<file path="src/inc/kms_regs.vh">
// Constants of the key matrix scanner: register offsets, field positions,
// reset values and timing counts. Assumes a 50 MHz system clock.
`ifndef KMS_REGS_VH
`define KMS_REGS_VH

`define KMS_CLK_HZ 50000000
`define KMS_TICK_US 1000
`define KMS_TICK_CYCLES ((`KMS_CLK_HZ / 1000000) * `KMS_TICK_US)
`define KMS_POLL_MS 4
`define KMS_POLL_TICKS ((`KMS_POLL_MS * 1000) / `KMS_TICK_US)
`define KMS_SETTLE_CYCLES 4

`define KMS_OFS_CTRL 5'h00
`define KMS_OFS_DEBOUNCE 5'h04
`define KMS_OFS_STATUS 5'h08
`define KMS_OFS_MASK 5'h0C
`define KMS_OFS_STATE 5'h10
`define KMS_OFS_MAPADDR 5'h14
`define KMS_OFS_MAPDATA 5'h18

`define KMS_CTRL_EN 0
`define KMS_EV_WAKE 0
`define KMS_EV_PRESS 1
`define KMS_EV_RELEASE 2
`define KMS_EV_GHOST 3
`define KMS_STATE_LINE_LSB 8
`define KMS_STATE_IRQEN 12
`define KMS_STATE_MOD_LSB 16

`define KMS_CTRL_RST 1'h1
`define KMS_DEBOUNCE_RST 16'h0005
`define KMS_MASK_RST 4'h0
`define KMS_MOD_BASE 8'hE0

`endif

</file>
<file path="src/logic/kms_scanner.v">
// Key matrix scanner: 16 sense lines by 8 drive lines, Avalon-MM registers,
// report requests to a downstream transport, one level interrupt.
// Assumes external pads honour the pull-up and output-enable controls.
`timescale 1ns/1ps
`include "kms_regs.vh"
module kms_scanner #(
	parameter TICK_CYCLES = `KMS_TICK_CYCLES,
	parameter SETTLE_CYCLES = `KMS_SETTLE_CYCLES,
	parameter POLL_TICKS = `KMS_POLL_TICKS
) (
	input wire clock_i, // System clock, 50 MHz.
	input wire reset_i, // Asynchronous reset, active high.
	input wire [4:0] avs_address_i, // Avalon byte address.
	input wire avs_read_i, // Avalon read request.
	input wire avs_write_i, // Avalon write request.
	input wire [31:0] avs_writedata_i, // Avalon write data.
	output reg [31:0] avs_readdata_o, // Avalon read data, registered.
	output wire avs_waitrequest_o, // Avalon wait request.
	output wire irq_o, // Level interrupt, high while an unmasked event is set.
	input wire [15:0] key_sense_line_i, // Sense line pin levels.
	output wire [15:0] key_sense_pullup_o, // Sense line pull-up enables.
	output wire [7:0] key_drive_line_o, // Drive line output levels.
	output reg [7:0] key_drive_line_oe_o, // Drive line output enables.
	output wire [7:0] key_drive_pullup_o, // Drive line pull-up enables.
	output reg report_valid_o, // Report request valid.
	input wire report_ready_i, // Transport accepts the report.
	output reg [7:0] report_key_o, // Key identity of the report.
	output reg [7:0] report_mod_o, // Modifier key state of the report.
	output reg report_empty_o // Report is an empty release report.
);

localparam S_IDLE = 4'h0;
localparam S_DEB = 4'h1;
localparam S_FLOAT = 4'h2;
localparam S_DRIVE = 4'h3;
localparam S_LOOK = 4'h4;
localparam S_USE = 4'h5;
localparam S_REP = 4'h6;
localparam S_FIN = 4'h7;
localparam S_REL = 4'h8;
localparam S_END = 4'h9;
localparam S_POLL = 4'hA;

// The counters are 16 and 3 bits wide, so the wider integer values are cut on purpose.
localparam integer TICK_LAST_W = TICK_CYCLES - 1;
localparam integer SETTLE_LAST_W = SETTLE_CYCLES - 1;
localparam integer POLL_LOAD_W = POLL_TICKS;
localparam [15:0] TICK_LAST = TICK_LAST_W[15:0];
localparam [2:0] SETTLE_LAST = SETTLE_LAST_W[2:0];
localparam [15:0] POLL_LOAD = POLL_LOAD_W[15:0];
localparam [7:0] MOD_BASE = `KMS_MOD_BASE;

reg [3:0] state_reg;
reg [2:0] col_reg;
reg [2:0] cnt_reg;
reg [15:0] wait_reg;
reg [6:0] ptr_reg;
reg phase_reg;
reg [127:0] matrix_reg;
reg [127:0] prev_reg;
reg [7:0] mod_reg;
reg tick_rst_reg;
reg [15:0] tick_cnt_reg;
reg irq_en_reg;
reg pend_reg;
reg [3:0] line_reg;
reg [15:0] sense_d_reg;
reg ctrl_en_reg;
reg [15:0] debounce_reg;
reg [3:0] status_reg;
reg [3:0] mask_reg;
reg [6:0] map_addr_reg;
reg ack_reg;
reg [31:0] rd_mux;
reg [3:0] fall_line;
integer k;

wire [15:0] sense_s;
wire [7:0] map_q;
wire [127:0] rowmajor;
wire [15:0] row_multi;
wire [7:0] col_multi;
wire [127:0] ghost;

kms_sync #(
	.WIDTH(16)
) u_sync (
	.clock_i(clock_i),
	.reset_i(reset_i),
	.d_i(key_sense_line_i),
	.q_o(sense_s)
);

wire bus_req = avs_read_i | avs_write_i;
wire wr_fire = ack_reg & avs_write_i;
wire rd_fire = ack_reg & avs_read_i;
wire map_we = wr_fire && (avs_address_i == `KMS_OFS_MAPDATA);

kms_keymap #(
	.AW(7),
	.DW(8)
) u_map (
	.clock_i(clock_i),
	.reset_i(reset_i),
	.wr_en_i(map_we),
	.wr_addr_i(map_addr_reg),
	.wr_data_i(avs_writedata_i[7:0]),
	.rd_addr_i(ptr_reg),
	.rd_data_o(map_q)
);

// Pins: sense lines always pulled up; drive lines drive low when enabled.
assign key_sense_pullup_o = 16'hFFFF;
assign key_drive_line_o = 8'h00;
assign key_drive_pullup_o = ~key_drive_line_oe_o;

// A key is ambiguous when its row and its column each hold another key.
genvar r, c;
generate
	for (c = 0; c < 8; c = c + 1)
	begin : g_col
		wire [15:0] cv = matrix_reg[c*16 +: 16];
		assign col_multi[c] = |(cv & (cv - 16'h0001));
		for (r = 0; r < 16; r = r + 1)
		begin : g_row
			assign rowmajor[r*8+c] = matrix_reg[c*16+r];
			assign ghost[c*16+r] = matrix_reg[c*16+r] & row_multi[r] & col_multi[c];
		end
	end
	for (r = 0; r < 16; r = r + 1)
	begin : g_rm
		wire [7:0] rv = rowmajor[r*8 +: 8];
		assign row_multi[r] = |(rv & (rv - 8'h01));
	end
endgenerate

wire [127:0] valid_keys = matrix_reg & ~ghost;
wire [127:0] new_keys = valid_keys & ~prev_reg;
wire released = |(prev_reg & ~valid_keys);
wire map_is_mod = (map_q[7:3] == MOD_BASE[7:3]);

wire tick = (tick_cnt_reg == TICK_LAST);
wire [15:0] falls = sense_d_reg & ~sense_s & {16{irq_en_reg & ctrl_en_reg}};
wire accept = (state_reg == S_IDLE) && pend_reg && ctrl_en_reg;
wire restore = (state_reg == S_END) && (matrix_reg == 128'h0);

wire ev_wake = accept;
wire ev_press = (state_reg == S_REP) && report_ready_i;
wire ev_rel = (state_reg == S_REL) && report_ready_i;
wire ev_ghost = (state_reg == S_LOOK) && !phase_reg && (ptr_reg == 7'h00) && (|ghost);
wire [3:0] events = {ev_ghost, ev_rel, ev_press, ev_wake};

always @*
begin
	fall_line = 4'h0;
	for (k = 15; k >= 0; k = k - 1)
		if (falls[k])
			fall_line = k[3:0];
end

// Edge flag, captured line and edge enable.
always @(posedge clock_i or posedge reset_i)
begin
	if (reset_i)
	begin
		sense_d_reg <= 16'hFFFF;
		pend_reg <= 1'b0;
		line_reg <= 4'h0;
		irq_en_reg <= 1'b1;
	end
	else
	begin
		sense_d_reg <= sense_s;
		if (|falls)
		begin
			pend_reg <= 1'b1;
			line_reg <= fall_line;
		end
		else if (accept)
			pend_reg <= 1'b0;
		if (accept)
			irq_en_reg <= 1'b0;
		else if (restore)
			irq_en_reg <= 1'b1;
	end
end

// Timer tick prescaler; restarted whenever a tick wait is loaded.
always @(posedge clock_i or posedge reset_i)
begin
	if (reset_i)
		tick_cnt_reg <= 16'h0000;
	else if (tick_rst_reg || tick)
		tick_cnt_reg <= 16'h0000;
	else
		tick_cnt_reg <= tick_cnt_reg + 16'h0001;
end

// Scan sequencer.
always @(posedge clock_i or posedge reset_i)
begin
	if (reset_i)
	begin
		state_reg <= S_IDLE;
		col_reg <= 3'h0;
		cnt_reg <= 3'h0;
		wait_reg <= 16'h0000;
		ptr_reg <= 7'h00;
		phase_reg <= 1'b0;
		matrix_reg <= 128'h0;
		prev_reg <= 128'h0;
		mod_reg <= 8'h00;
		tick_rst_reg <= 1'b0;
		key_drive_line_oe_o <= 8'hFF;
		report_valid_o <= 1'b0;
		report_key_o <= 8'h00;
		report_mod_o <= 8'h00;
		report_empty_o <= 1'b0;
	end
	else
	begin
		tick_rst_reg <= 1'b0;
		case (state_reg)
			S_IDLE:
			begin
				key_drive_line_oe_o <= 8'hFF;
				if (accept)
				begin
					wait_reg <= debounce_reg;
					tick_rst_reg <= 1'b1;
					state_reg <= S_DEB;
				end
			end
			S_DEB:
			begin
				if (wait_reg == 16'h0000)
				begin
					key_drive_line_oe_o <= 8'h00;
					cnt_reg <= 3'h0;
					state_reg <= S_FLOAT;
				end
				else if (tick)
					wait_reg <= wait_reg - 16'h0001;
			end
			S_FLOAT:
			begin
				if (cnt_reg == SETTLE_LAST)
				begin
					col_reg <= 3'h0;
					cnt_reg <= 3'h0;
					key_drive_line_oe_o <= 8'h01;
					state_reg <= S_DRIVE;
				end
				else
					cnt_reg <= cnt_reg + 3'h1;
			end
			S_DRIVE:
			begin
				if (cnt_reg == SETTLE_LAST)
				begin
					matrix_reg[{col_reg, 4'h0} +: 16] <= ~sense_s;
					cnt_reg <= 3'h0;
					if (col_reg == 3'h7)
					begin
						key_drive_line_oe_o <= 8'h00;
						ptr_reg <= 7'h00;
						phase_reg <= 1'b0;
						mod_reg <= 8'h00;
						state_reg <= S_LOOK;
					end
					else
					begin
						col_reg <= col_reg + 3'h1;
						key_drive_line_oe_o <= {key_drive_line_oe_o[6:0], 1'b0};
					end
				end
				else
					cnt_reg <= cnt_reg + 3'h1;
			end
			S_LOOK:
				state_reg <= S_USE;
			S_USE:
			begin
				if (!phase_reg)
				begin
					// First walk gathers the held modifier keys.
					if (valid_keys[ptr_reg] && map_is_mod)
						mod_reg[map_q[2:0]] <= 1'b1;
					if (ptr_reg == 7'h7F)
						phase_reg <= 1'b1;
					ptr_reg <= ptr_reg + 7'h01;
					state_reg <= S_LOOK;
				end
				else if (new_keys[ptr_reg])
				begin
					report_valid_o <= 1'b1;
					report_key_o <= map_q;
					report_mod_o <= mod_reg;
					report_empty_o <= 1'b0;
					state_reg <= S_REP;
				end
				else if (ptr_reg == 7'h7F)
					state_reg <= S_FIN;
				else
				begin
					ptr_reg <= ptr_reg + 7'h01;
					state_reg <= S_LOOK;
				end
			end
			S_REP:
			begin
				if (report_ready_i)
				begin
					report_valid_o <= 1'b0;
					if (ptr_reg == 7'h7F)
						state_reg <= S_FIN;
					else
					begin
						ptr_reg <= ptr_reg + 7'h01;
						state_reg <= S_LOOK;
					end
				end
			end
			S_FIN:
			begin
				// Several releases in one pass collapse into one empty report.
				if (released)
				begin
					report_valid_o <= 1'b1;
					report_key_o <= 8'h00;
					report_mod_o <= mod_reg;
					report_empty_o <= 1'b1;
					state_reg <= S_REL;
				end
				else
					state_reg <= S_END;
			end
			S_REL:
			begin
				if (report_ready_i)
				begin
					report_valid_o <= 1'b0;
					report_empty_o <= 1'b0;
					state_reg <= S_END;
				end
			end
			S_END:
			begin
				prev_reg <= valid_keys;
				if (matrix_reg == 128'h0)
				begin
					key_drive_line_oe_o <= 8'hFF;
					state_reg <= S_IDLE;
				end
				else
				begin
					wait_reg <= POLL_LOAD;
					tick_rst_reg <= 1'b1;
					state_reg <= S_POLL;
				end
			end
			S_POLL:
			begin
				if (wait_reg == 16'h0000)
				begin
					cnt_reg <= 3'h0;
					state_reg <= S_FLOAT;
				end
				else if (tick)
					wait_reg <= wait_reg - 16'h0001;
			end
			default:
				state_reg <= S_IDLE;
		endcase
	end
end

// Register read multiplexer.
always @*
begin
	rd_mux = 32'h0;
	if (avs_address_i == `KMS_OFS_CTRL)
		rd_mux[`KMS_CTRL_EN] = ctrl_en_reg;
	else if (avs_address_i == `KMS_OFS_DEBOUNCE)
		rd_mux[15:0] = debounce_reg;
	else if (avs_address_i == `KMS_OFS_STATUS)
		rd_mux[3:0] = status_reg;
	else if (avs_address_i == `KMS_OFS_MASK)
		rd_mux[3:0] = mask_reg;
	else if (avs_address_i == `KMS_OFS_STATE)
	begin
		rd_mux[3:0] = state_reg;
		rd_mux[`KMS_STATE_LINE_LSB +: 4] = line_reg;
		rd_mux[`KMS_STATE_IRQEN] = irq_en_reg;
		rd_mux[`KMS_STATE_MOD_LSB +: 8] = mod_reg;
	end
	else if (avs_address_i == `KMS_OFS_MAPADDR)
		rd_mux[6:0] = map_addr_reg;
end

assign avs_waitrequest_o = bus_req & ~ack_reg;
assign irq_o = |(status_reg & mask_reg);

// Avalon slave: one wait cycle per access; status bits clear on read.
always @(posedge clock_i or posedge reset_i)
begin
	if (reset_i)
	begin
		ack_reg <= 1'b0;
		avs_readdata_o <= 32'h0;
		ctrl_en_reg <= `KMS_CTRL_RST;
		debounce_reg <= `KMS_DEBOUNCE_RST;
		mask_reg <= `KMS_MASK_RST;
		status_reg <= 4'h0;
		map_addr_reg <= 7'h00;
	end
	else
	begin
		ack_reg <= bus_req & ~ack_reg;
		if (bus_req && !ack_reg)
			avs_readdata_o <= rd_mux;
		// Only bits already returned are cleared; a new event wins.
		if (rd_fire && (avs_address_i == `KMS_OFS_STATUS))
			status_reg <= (status_reg & ~avs_readdata_o[3:0]) | events;
		else
			status_reg <= status_reg | events;
		if (wr_fire)
		begin
			if (avs_address_i == `KMS_OFS_CTRL)
				ctrl_en_reg <= avs_writedata_i[`KMS_CTRL_EN];
			else if (avs_address_i == `KMS_OFS_DEBOUNCE)
				debounce_reg <= avs_writedata_i[15:0];
			else if (avs_address_i == `KMS_OFS_MASK)
				mask_reg <= avs_writedata_i[3:0];
			else if (avs_address_i == `KMS_OFS_MAPADDR)
				map_addr_reg <= avs_writedata_i[6:0];
			else if (avs_address_i == `KMS_OFS_MAPDATA)
				map_addr_reg <= map_addr_reg + 7'h01;
		end
	end
end

endmodule

</file>
<file path="src/logic/kms_sync.v">
// Two flip-flop synchroniser for a vector of pin inputs.
// Assumes each bit changes independently; idles high after reset.
`timescale 1ns/1ps
module kms_sync #(
	parameter WIDTH = 16
) (
	input wire clock_i, // System clock.
	input wire reset_i, // Asynchronous reset, active high.
	input wire [WIDTH-1:0] d_i, // Asynchronous pin levels.
	output wire [WIDTH-1:0] q_o // Synchronised levels.
);

reg [WIDTH-1:0] s1_reg;
reg [WIDTH-1:0] s2_reg;

always @(posedge clock_i or posedge reset_i)
begin
	if (reset_i)
	begin
		s1_reg <= {WIDTH{1'b1}};
		s2_reg <= {WIDTH{1'b1}};
	end
	else
	begin
		s1_reg <= d_i;
		s2_reg <= s1_reg;
	end
end

assign q_o = s2_reg;

endmodule

</file>
<file path="src/logic/kms_keymap.v">
// Key identity lookup table, one entry per matrix position.
// Assumes one writer; read data come from a register one cycle after the address.
`timescale 1ns/1ps
module kms_keymap #(
	parameter AW = 7,
	parameter DW = 8
) (
	input wire clock_i, // System clock.
	input wire reset_i, // Asynchronous reset, active high.
	input wire wr_en_i, // Write strobe.
	input wire [AW-1:0] wr_addr_i, // Write position.
	input wire [DW-1:0] wr_data_i, // Key identity to store.
	input wire [AW-1:0] rd_addr_i, // Read position.
	output reg [DW-1:0] rd_data_o // Key identity, registered.
);

reg [DW-1:0] mem_reg [0:(1<<AW)-1];
integer i;

// After reset each entry holds its own position as identity.
always @(posedge clock_i or posedge reset_i)
begin
	if (reset_i)
	begin
		for (i = 0; i < (1 << AW); i = i + 1)
			mem_reg[i] <= i[DW-1:0];
		rd_data_o <= {DW{1'b0}};
	end
	else
	begin
		if (wr_en_i)
			mem_reg[wr_addr_i] <= wr_data_i;
		rd_data_o <= mem_reg[rd_addr_i];
	end
end

endmodule

</file>
<file path="config.mk">
export PLATFORM = sky130hd
export DESIGN_NAME = kms_scanner
export DESIGN_NICKNAME = d
export VERILOG_FILES = /design/src/logic/kms_scanner.v /design/src/logic/kms_sync.v /design/src/logic/kms_keymap.v
export VERILOG_INCLUDE_DIRS = /design/src /design/src/inc
export SDC_FILE = /design/constraint.sdc
export NUM_CORES = 2
export LEC_CHECK = 0
export BUFFER_PORTS_ARGS = -buffer_cell sky130_fd_sc_hd__buf_2
export CAP_MARGIN = 30
export CELL_PAD_IN_SITES_DETAIL_PLACEMENT = 1
export CELL_PAD_IN_SITES_GLOBAL_PLACEMENT = 2
export CORE_MARGIN = 2
export CORE_UTILIZATION = 48
export CTS_BUF_LIST = sky130_fd_sc_hd__clkbuf_16
export CTS_CLUSTER_SIZE = 14
export DETAILED_ROUTE_END_ITERATION = 10
export PLACE_DENSITY = 0.95
export SYNTH_ARGS = -nofsm -noshare
export SYNTH_HDL_FRONTEND = slang
export SYNTH_SLANG_ARGS = --single-unit
export TNS_END_PERCENT = 30
</file>
<file path="constraint.sdc">
create_clock -name clock_i -period 159.9 [get_ports clock_i]
set_input_delay 47.97 -clock clock_i [delete_from_list [all_inputs] [get_ports clock_i]]
set_output_delay 47.97 -clock clock_i [all_outputs]
set_load 0.05 [all_outputs]
</file>
### Word level (Yosys, flattened, before mapping)

Cells that the tools add are included.

* output and inout bits: 92
* logic and storage cells: 750
* input bits: 58
* flip-flop bits (word level): 1484

* mux-type cells: 124
* shift operators: 2
* $add $sub $neg: 31
* $lt $le $gt $ge: 6
* reduce and logical (&&, ||, !) cells: 81
* bitwise gates (word level): 307
* eq/ne operators: 41

Operators with widths (count)
* $bwmux 1024: 1
* $and 128x128->128: 3
* $not 128->128: 3
* $and 1x1->1: 260
* $reduce_or 128->1: 2
* $mux 8: 22
* $and 16x16->16: 10
* $reduce_or 16->1: 9
* $sub 16x1->16 const B: 9
* $and 8x8->8: 16
* $bwmux 128: 1
* $logic_not 128->1: 1
* $reduce_or 8->1: 16
* $shift 16x9->128 const A: 1
* $shiftx 16x9->128: 1
* $sub 8x1->8 const B: 16
* $mux 4: 28
* $mux 16: 5
* $mux 7: 10
* $bmux 8 s7: 1
* $demux 8 s7: 1
* $pmux 16 s3: 1
* $pmux 8 s2: 3
* $pmux 4 s10: 1
* 61 further kinds: 171

### Logic depth before layout (Yosys ltp)

* depth after elaboration: 19
* gate-level depth with buffers: 16
* gate-level depth less buffers: 11

### By module

Synthesis repeated with hierarchy kept, for this count alone.

* cell total of the unflattened synthesis: 6127
* area, all modules: 74838.0 µm²

By module, submodules not included
* kms_keymap: area each 47245.3 µm², seq. area each 26385.3 µm², instances 1, cells an instance 2795
* kms_scanner: area each 26748.2 µm², seq. area each 10545.1 µm², instances 1, cells an instance 3299
* kms_sync: area each 844.6 µm², seq. area each 840.8 µm², instances 1, cells an instance 33

### Worst setup path after synthesis

Ideal clock, no wire load.

* path kind: input to output
* start: input avs_write_i
* end: output avs_waitrequest_o
* data required time: 111.930 ns
* path buffers: 1
* path slack: 63.013 ns
* cell stages on the path: 3
* arrival time: 48.917 ns
* cells stage by stage: o21bai_1 > inv_1 > clkbuf_1

* longest elaborated chain between the ends: 2

Ends and longest elaborated chain
* start, declared: line kms_scanner.v:15 `input wire avs_write_i,`
* $or 1x1->1: line kms_scanner.v:94 `wire bus_req = avs_read_i | avs_write_i;`
* $and 1x1->1: line kms_scanner.v:401 `assign avs_waitrequest_o = bus_req & ~ack_reg;`
* end, declared: line kms_scanner.v:18 `output wire avs_waitrequest_o,`

Every way passes these cells.

### Worst setup path in the final report

Ends and elaborated chain as after synthesis.

==> metrics.txt <==
Seq/Total Area, Yosys 0.5014; Final setup viols 0; Chip Height 400.1 um; Synth area leader dfrtp_1; GRT Total Usage 0.3901; status finished clean; first drt pass iteration count 8; Initial Utilization 0.4828; drt first-iter violations 8658; Synth Flop Type dfrtp_1; clk sink count 1484; routed via count 60337; CP required 111.93 ns; Clock power frac 0.368; R2R cell count 11; Post-synth EDFFs 0; CP endpoint kind output port; Die Wd 400.1 um; Layout Skew 0.07391 ns; critical path class primary input to output port; overall power 1.025 mW; DR WL/cell 38.12 um; Fmax achieved 0.01029 GHz; Int Pwr 659.1 uW; reg2reg start matrix_reg[78]$_DFFE_PP0P_; final hold vios 0; Psw 366.1 uW; layout net count 6201; Synth area leaders dfrtp_1 32%, dfstp_2 18%, mux2_2 16%; sw frac 0.3570; Avg Cell Area, Syn 12.12 um^2; FF-to-FF setup slack 153.19 ns; Comb pwr share 0.219; drt drc 0; vias in the first global route 62229; worst slew pin tran 1.306 ns; Routability Congestion 1.115; CTS tree built; RSZ-0062 raised after global routing no; clk_lat worst skew 0.86 ns; Final Max Tran Viols 0; register share of total power 0.413; Syn-to-layout area delta 10.84%; Synth warnings 0; CP Max Fanout 37; Mapped Cells 6217; CTS Hold Buffers Added 0; core area 0.1560 mm^2; CP Launch Type primary input; gr ovfl total 0; PwrDens 12.28 mW/mm^2; count leader, synth mux2_2; initial antenna violation count 35; H-tree levels 4; CP endpoint avs_waitrequest_o; Worst EP arrival 49.26 ns; worst vdd ir 0.01688 mV; share of post-route cells with drive strength above 1 0.3962; IO Pins 150; fin crit period 97.23 ns; beginning of the critical path avs_write_i; number of buffers created by CTS 160; clock root cell clkbuf_16; R2R Path End report_mod_o[3]$_DFFE_PP0P_; clock slew at reported path FFs 0.06 ns; Yosys cell types 99; Port Buffers 101; Max Root-Sink Buffers 3; Synth async-reset ratio 1.000; DP Worst Slack 62.69 ns; total negative slack 0 ns; period utilisation layout 0.6081; final WL 318000 um; Pleak 36.11 nW; Final ANT Viol Nets 0; largest net degree at the start of global routing 212; Post-DP HPWL 190500 um; routed vias/inst 7.233; Largest register FFs 1024; hold crit path type register to register; post-cts gate resize count 0; Post-Route Utilization 0.5351; total of max-cap violations 0; Worst slew margin 0.1200; Commonest cells post-synth 1064 x mux2_2, 976 x dfrtp_1, 616 x nand2_1; first-pass GRT wire length 454000 um; die area 0.1601 mm^2; setup bufs post-CTS 0; final worst setup slack 62.67 ns; cell area after synthesis 0.07533 mm^2; Yosys reg bits 1484; top cell type's share of synthesized area 0.3242; FP Rows 145
[layer usage]
metal  up-vias  track usage  share of wire
met2      4364       0.5963           0.45
li1      23004            -              -
met3      1688       0.1242           0.11
met5         -            0        0.00094
met1     31233       0.4732           0.36
met4        48       0.2622          0.087
[how the worst min path moves through the flow]
stage                                     from                 endpoint  slack (ns)  cells past startpoint
floorplan           u_sync.s1_reg[0]$_DFF_PP1_  u_sync.q_o[0]$_DFF_PP1_        0.35                      0
global placement    u_sync.s1_reg[8]$_DFF_PP1_  u_sync.q_o[8]$_DFF_PP1_        0.35                      0
detailed placement  u_sync.s1_reg[6]$_DFF_PP1_  u_sync.q_o[6]$_DFF_PP1_        0.35                      0
CTS                 u_sync.s1_reg[6]$_DFF_PP1_  u_sync.q_o[6]$_DFF_PP1_        0.36                      0
global route        u_sync.s1_reg[6]$_DFF_PP1_  u_sync.q_o[6]$_DFF_PP1_        0.36                      0
finish              u_sync.s1_reg[4]$_DFF_PP1_  u_sync.q_o[4]$_DFF_PP1_        0.36                      0
[through the flow]
step | hold WS, ns | area (um^2) | std cells
2_1_floorplan | 0.3452 | 75440 | 6247
3_3_place_gp | 0.3469 | 77550 | 7994
3_5_place_dp | 0.3472 | 77740 | 8003
4_1_cts | 0.3565 | 82910 | 8303
5_1_grt | 0.3593 | 83460 | 8329
6_report | 0.3553 | 83490 | 8342
[area by class of cell]
type,count,area [um^2]
fill,15673,72540
timing repair buffer,285,2424
sequential,1484,37790
antenna,14,35.03
clock inverter,137,1097
tap,2058,2575
inverter,126,480.5
multi-input combinational,4075,35010
clock buffer,163,4079
[power by group through the flow]
stage / Clock (mW) / Sequential, mW / Combinational (mW)
2_1_floorplan: 0 / 0.412 / 0.145
3_3_place_gp: 0 / 0.426 / 0.202
3_5_place_dp: 0 / 0.427 / 0.208
4_1_cts: 0.377 / 0.421 / 0.211
5_1_grt: 0.392 / 0.424 / 0.234
6_report: 0.377 / 0.424 / 0.224
[placed cells by master (no fill, tap or decap), drive strengths merged, types with 96 or more instances in the layout]
master / count
a21oi: 96
buf: 282
clkbuf: 166
dfrtp: 976
dfstp: 508
inv: 176
mux2: 1065
mux4: 342
nand2: 616
nor2: 218
o21ai: 462
[cell families (layout without fill, tap and decap cells)]
| logic type | Yosys count | in the layout | synth area share |
|---|---|---|---|
| fa+ha+maj | 18 | 18 | 0.002757 |
| compound gates | 1200 | 1200 | 0.1059 |
| simple gates | 1383 | 1383 | 0.08694 |
| xor+xnor | 15 | 15 | 0.001744 |
| flops | 1484 | 1484 | 0.5014 |
| other cells | 2 | 46 | 0.00009970 |
| buf+inv | 688 | 711 | 0.03696 |
| mux | 1427 | 1427 | 0.2642 |
[worst max-delay path, stage by stage]
cell and delay, ns:
buf_2 0.13, o21bai_2 0.12, buf_4 0.37, inv_1 0.33, buf_2 0.31
Note: power is estimated with default switching activity, not from simulation.
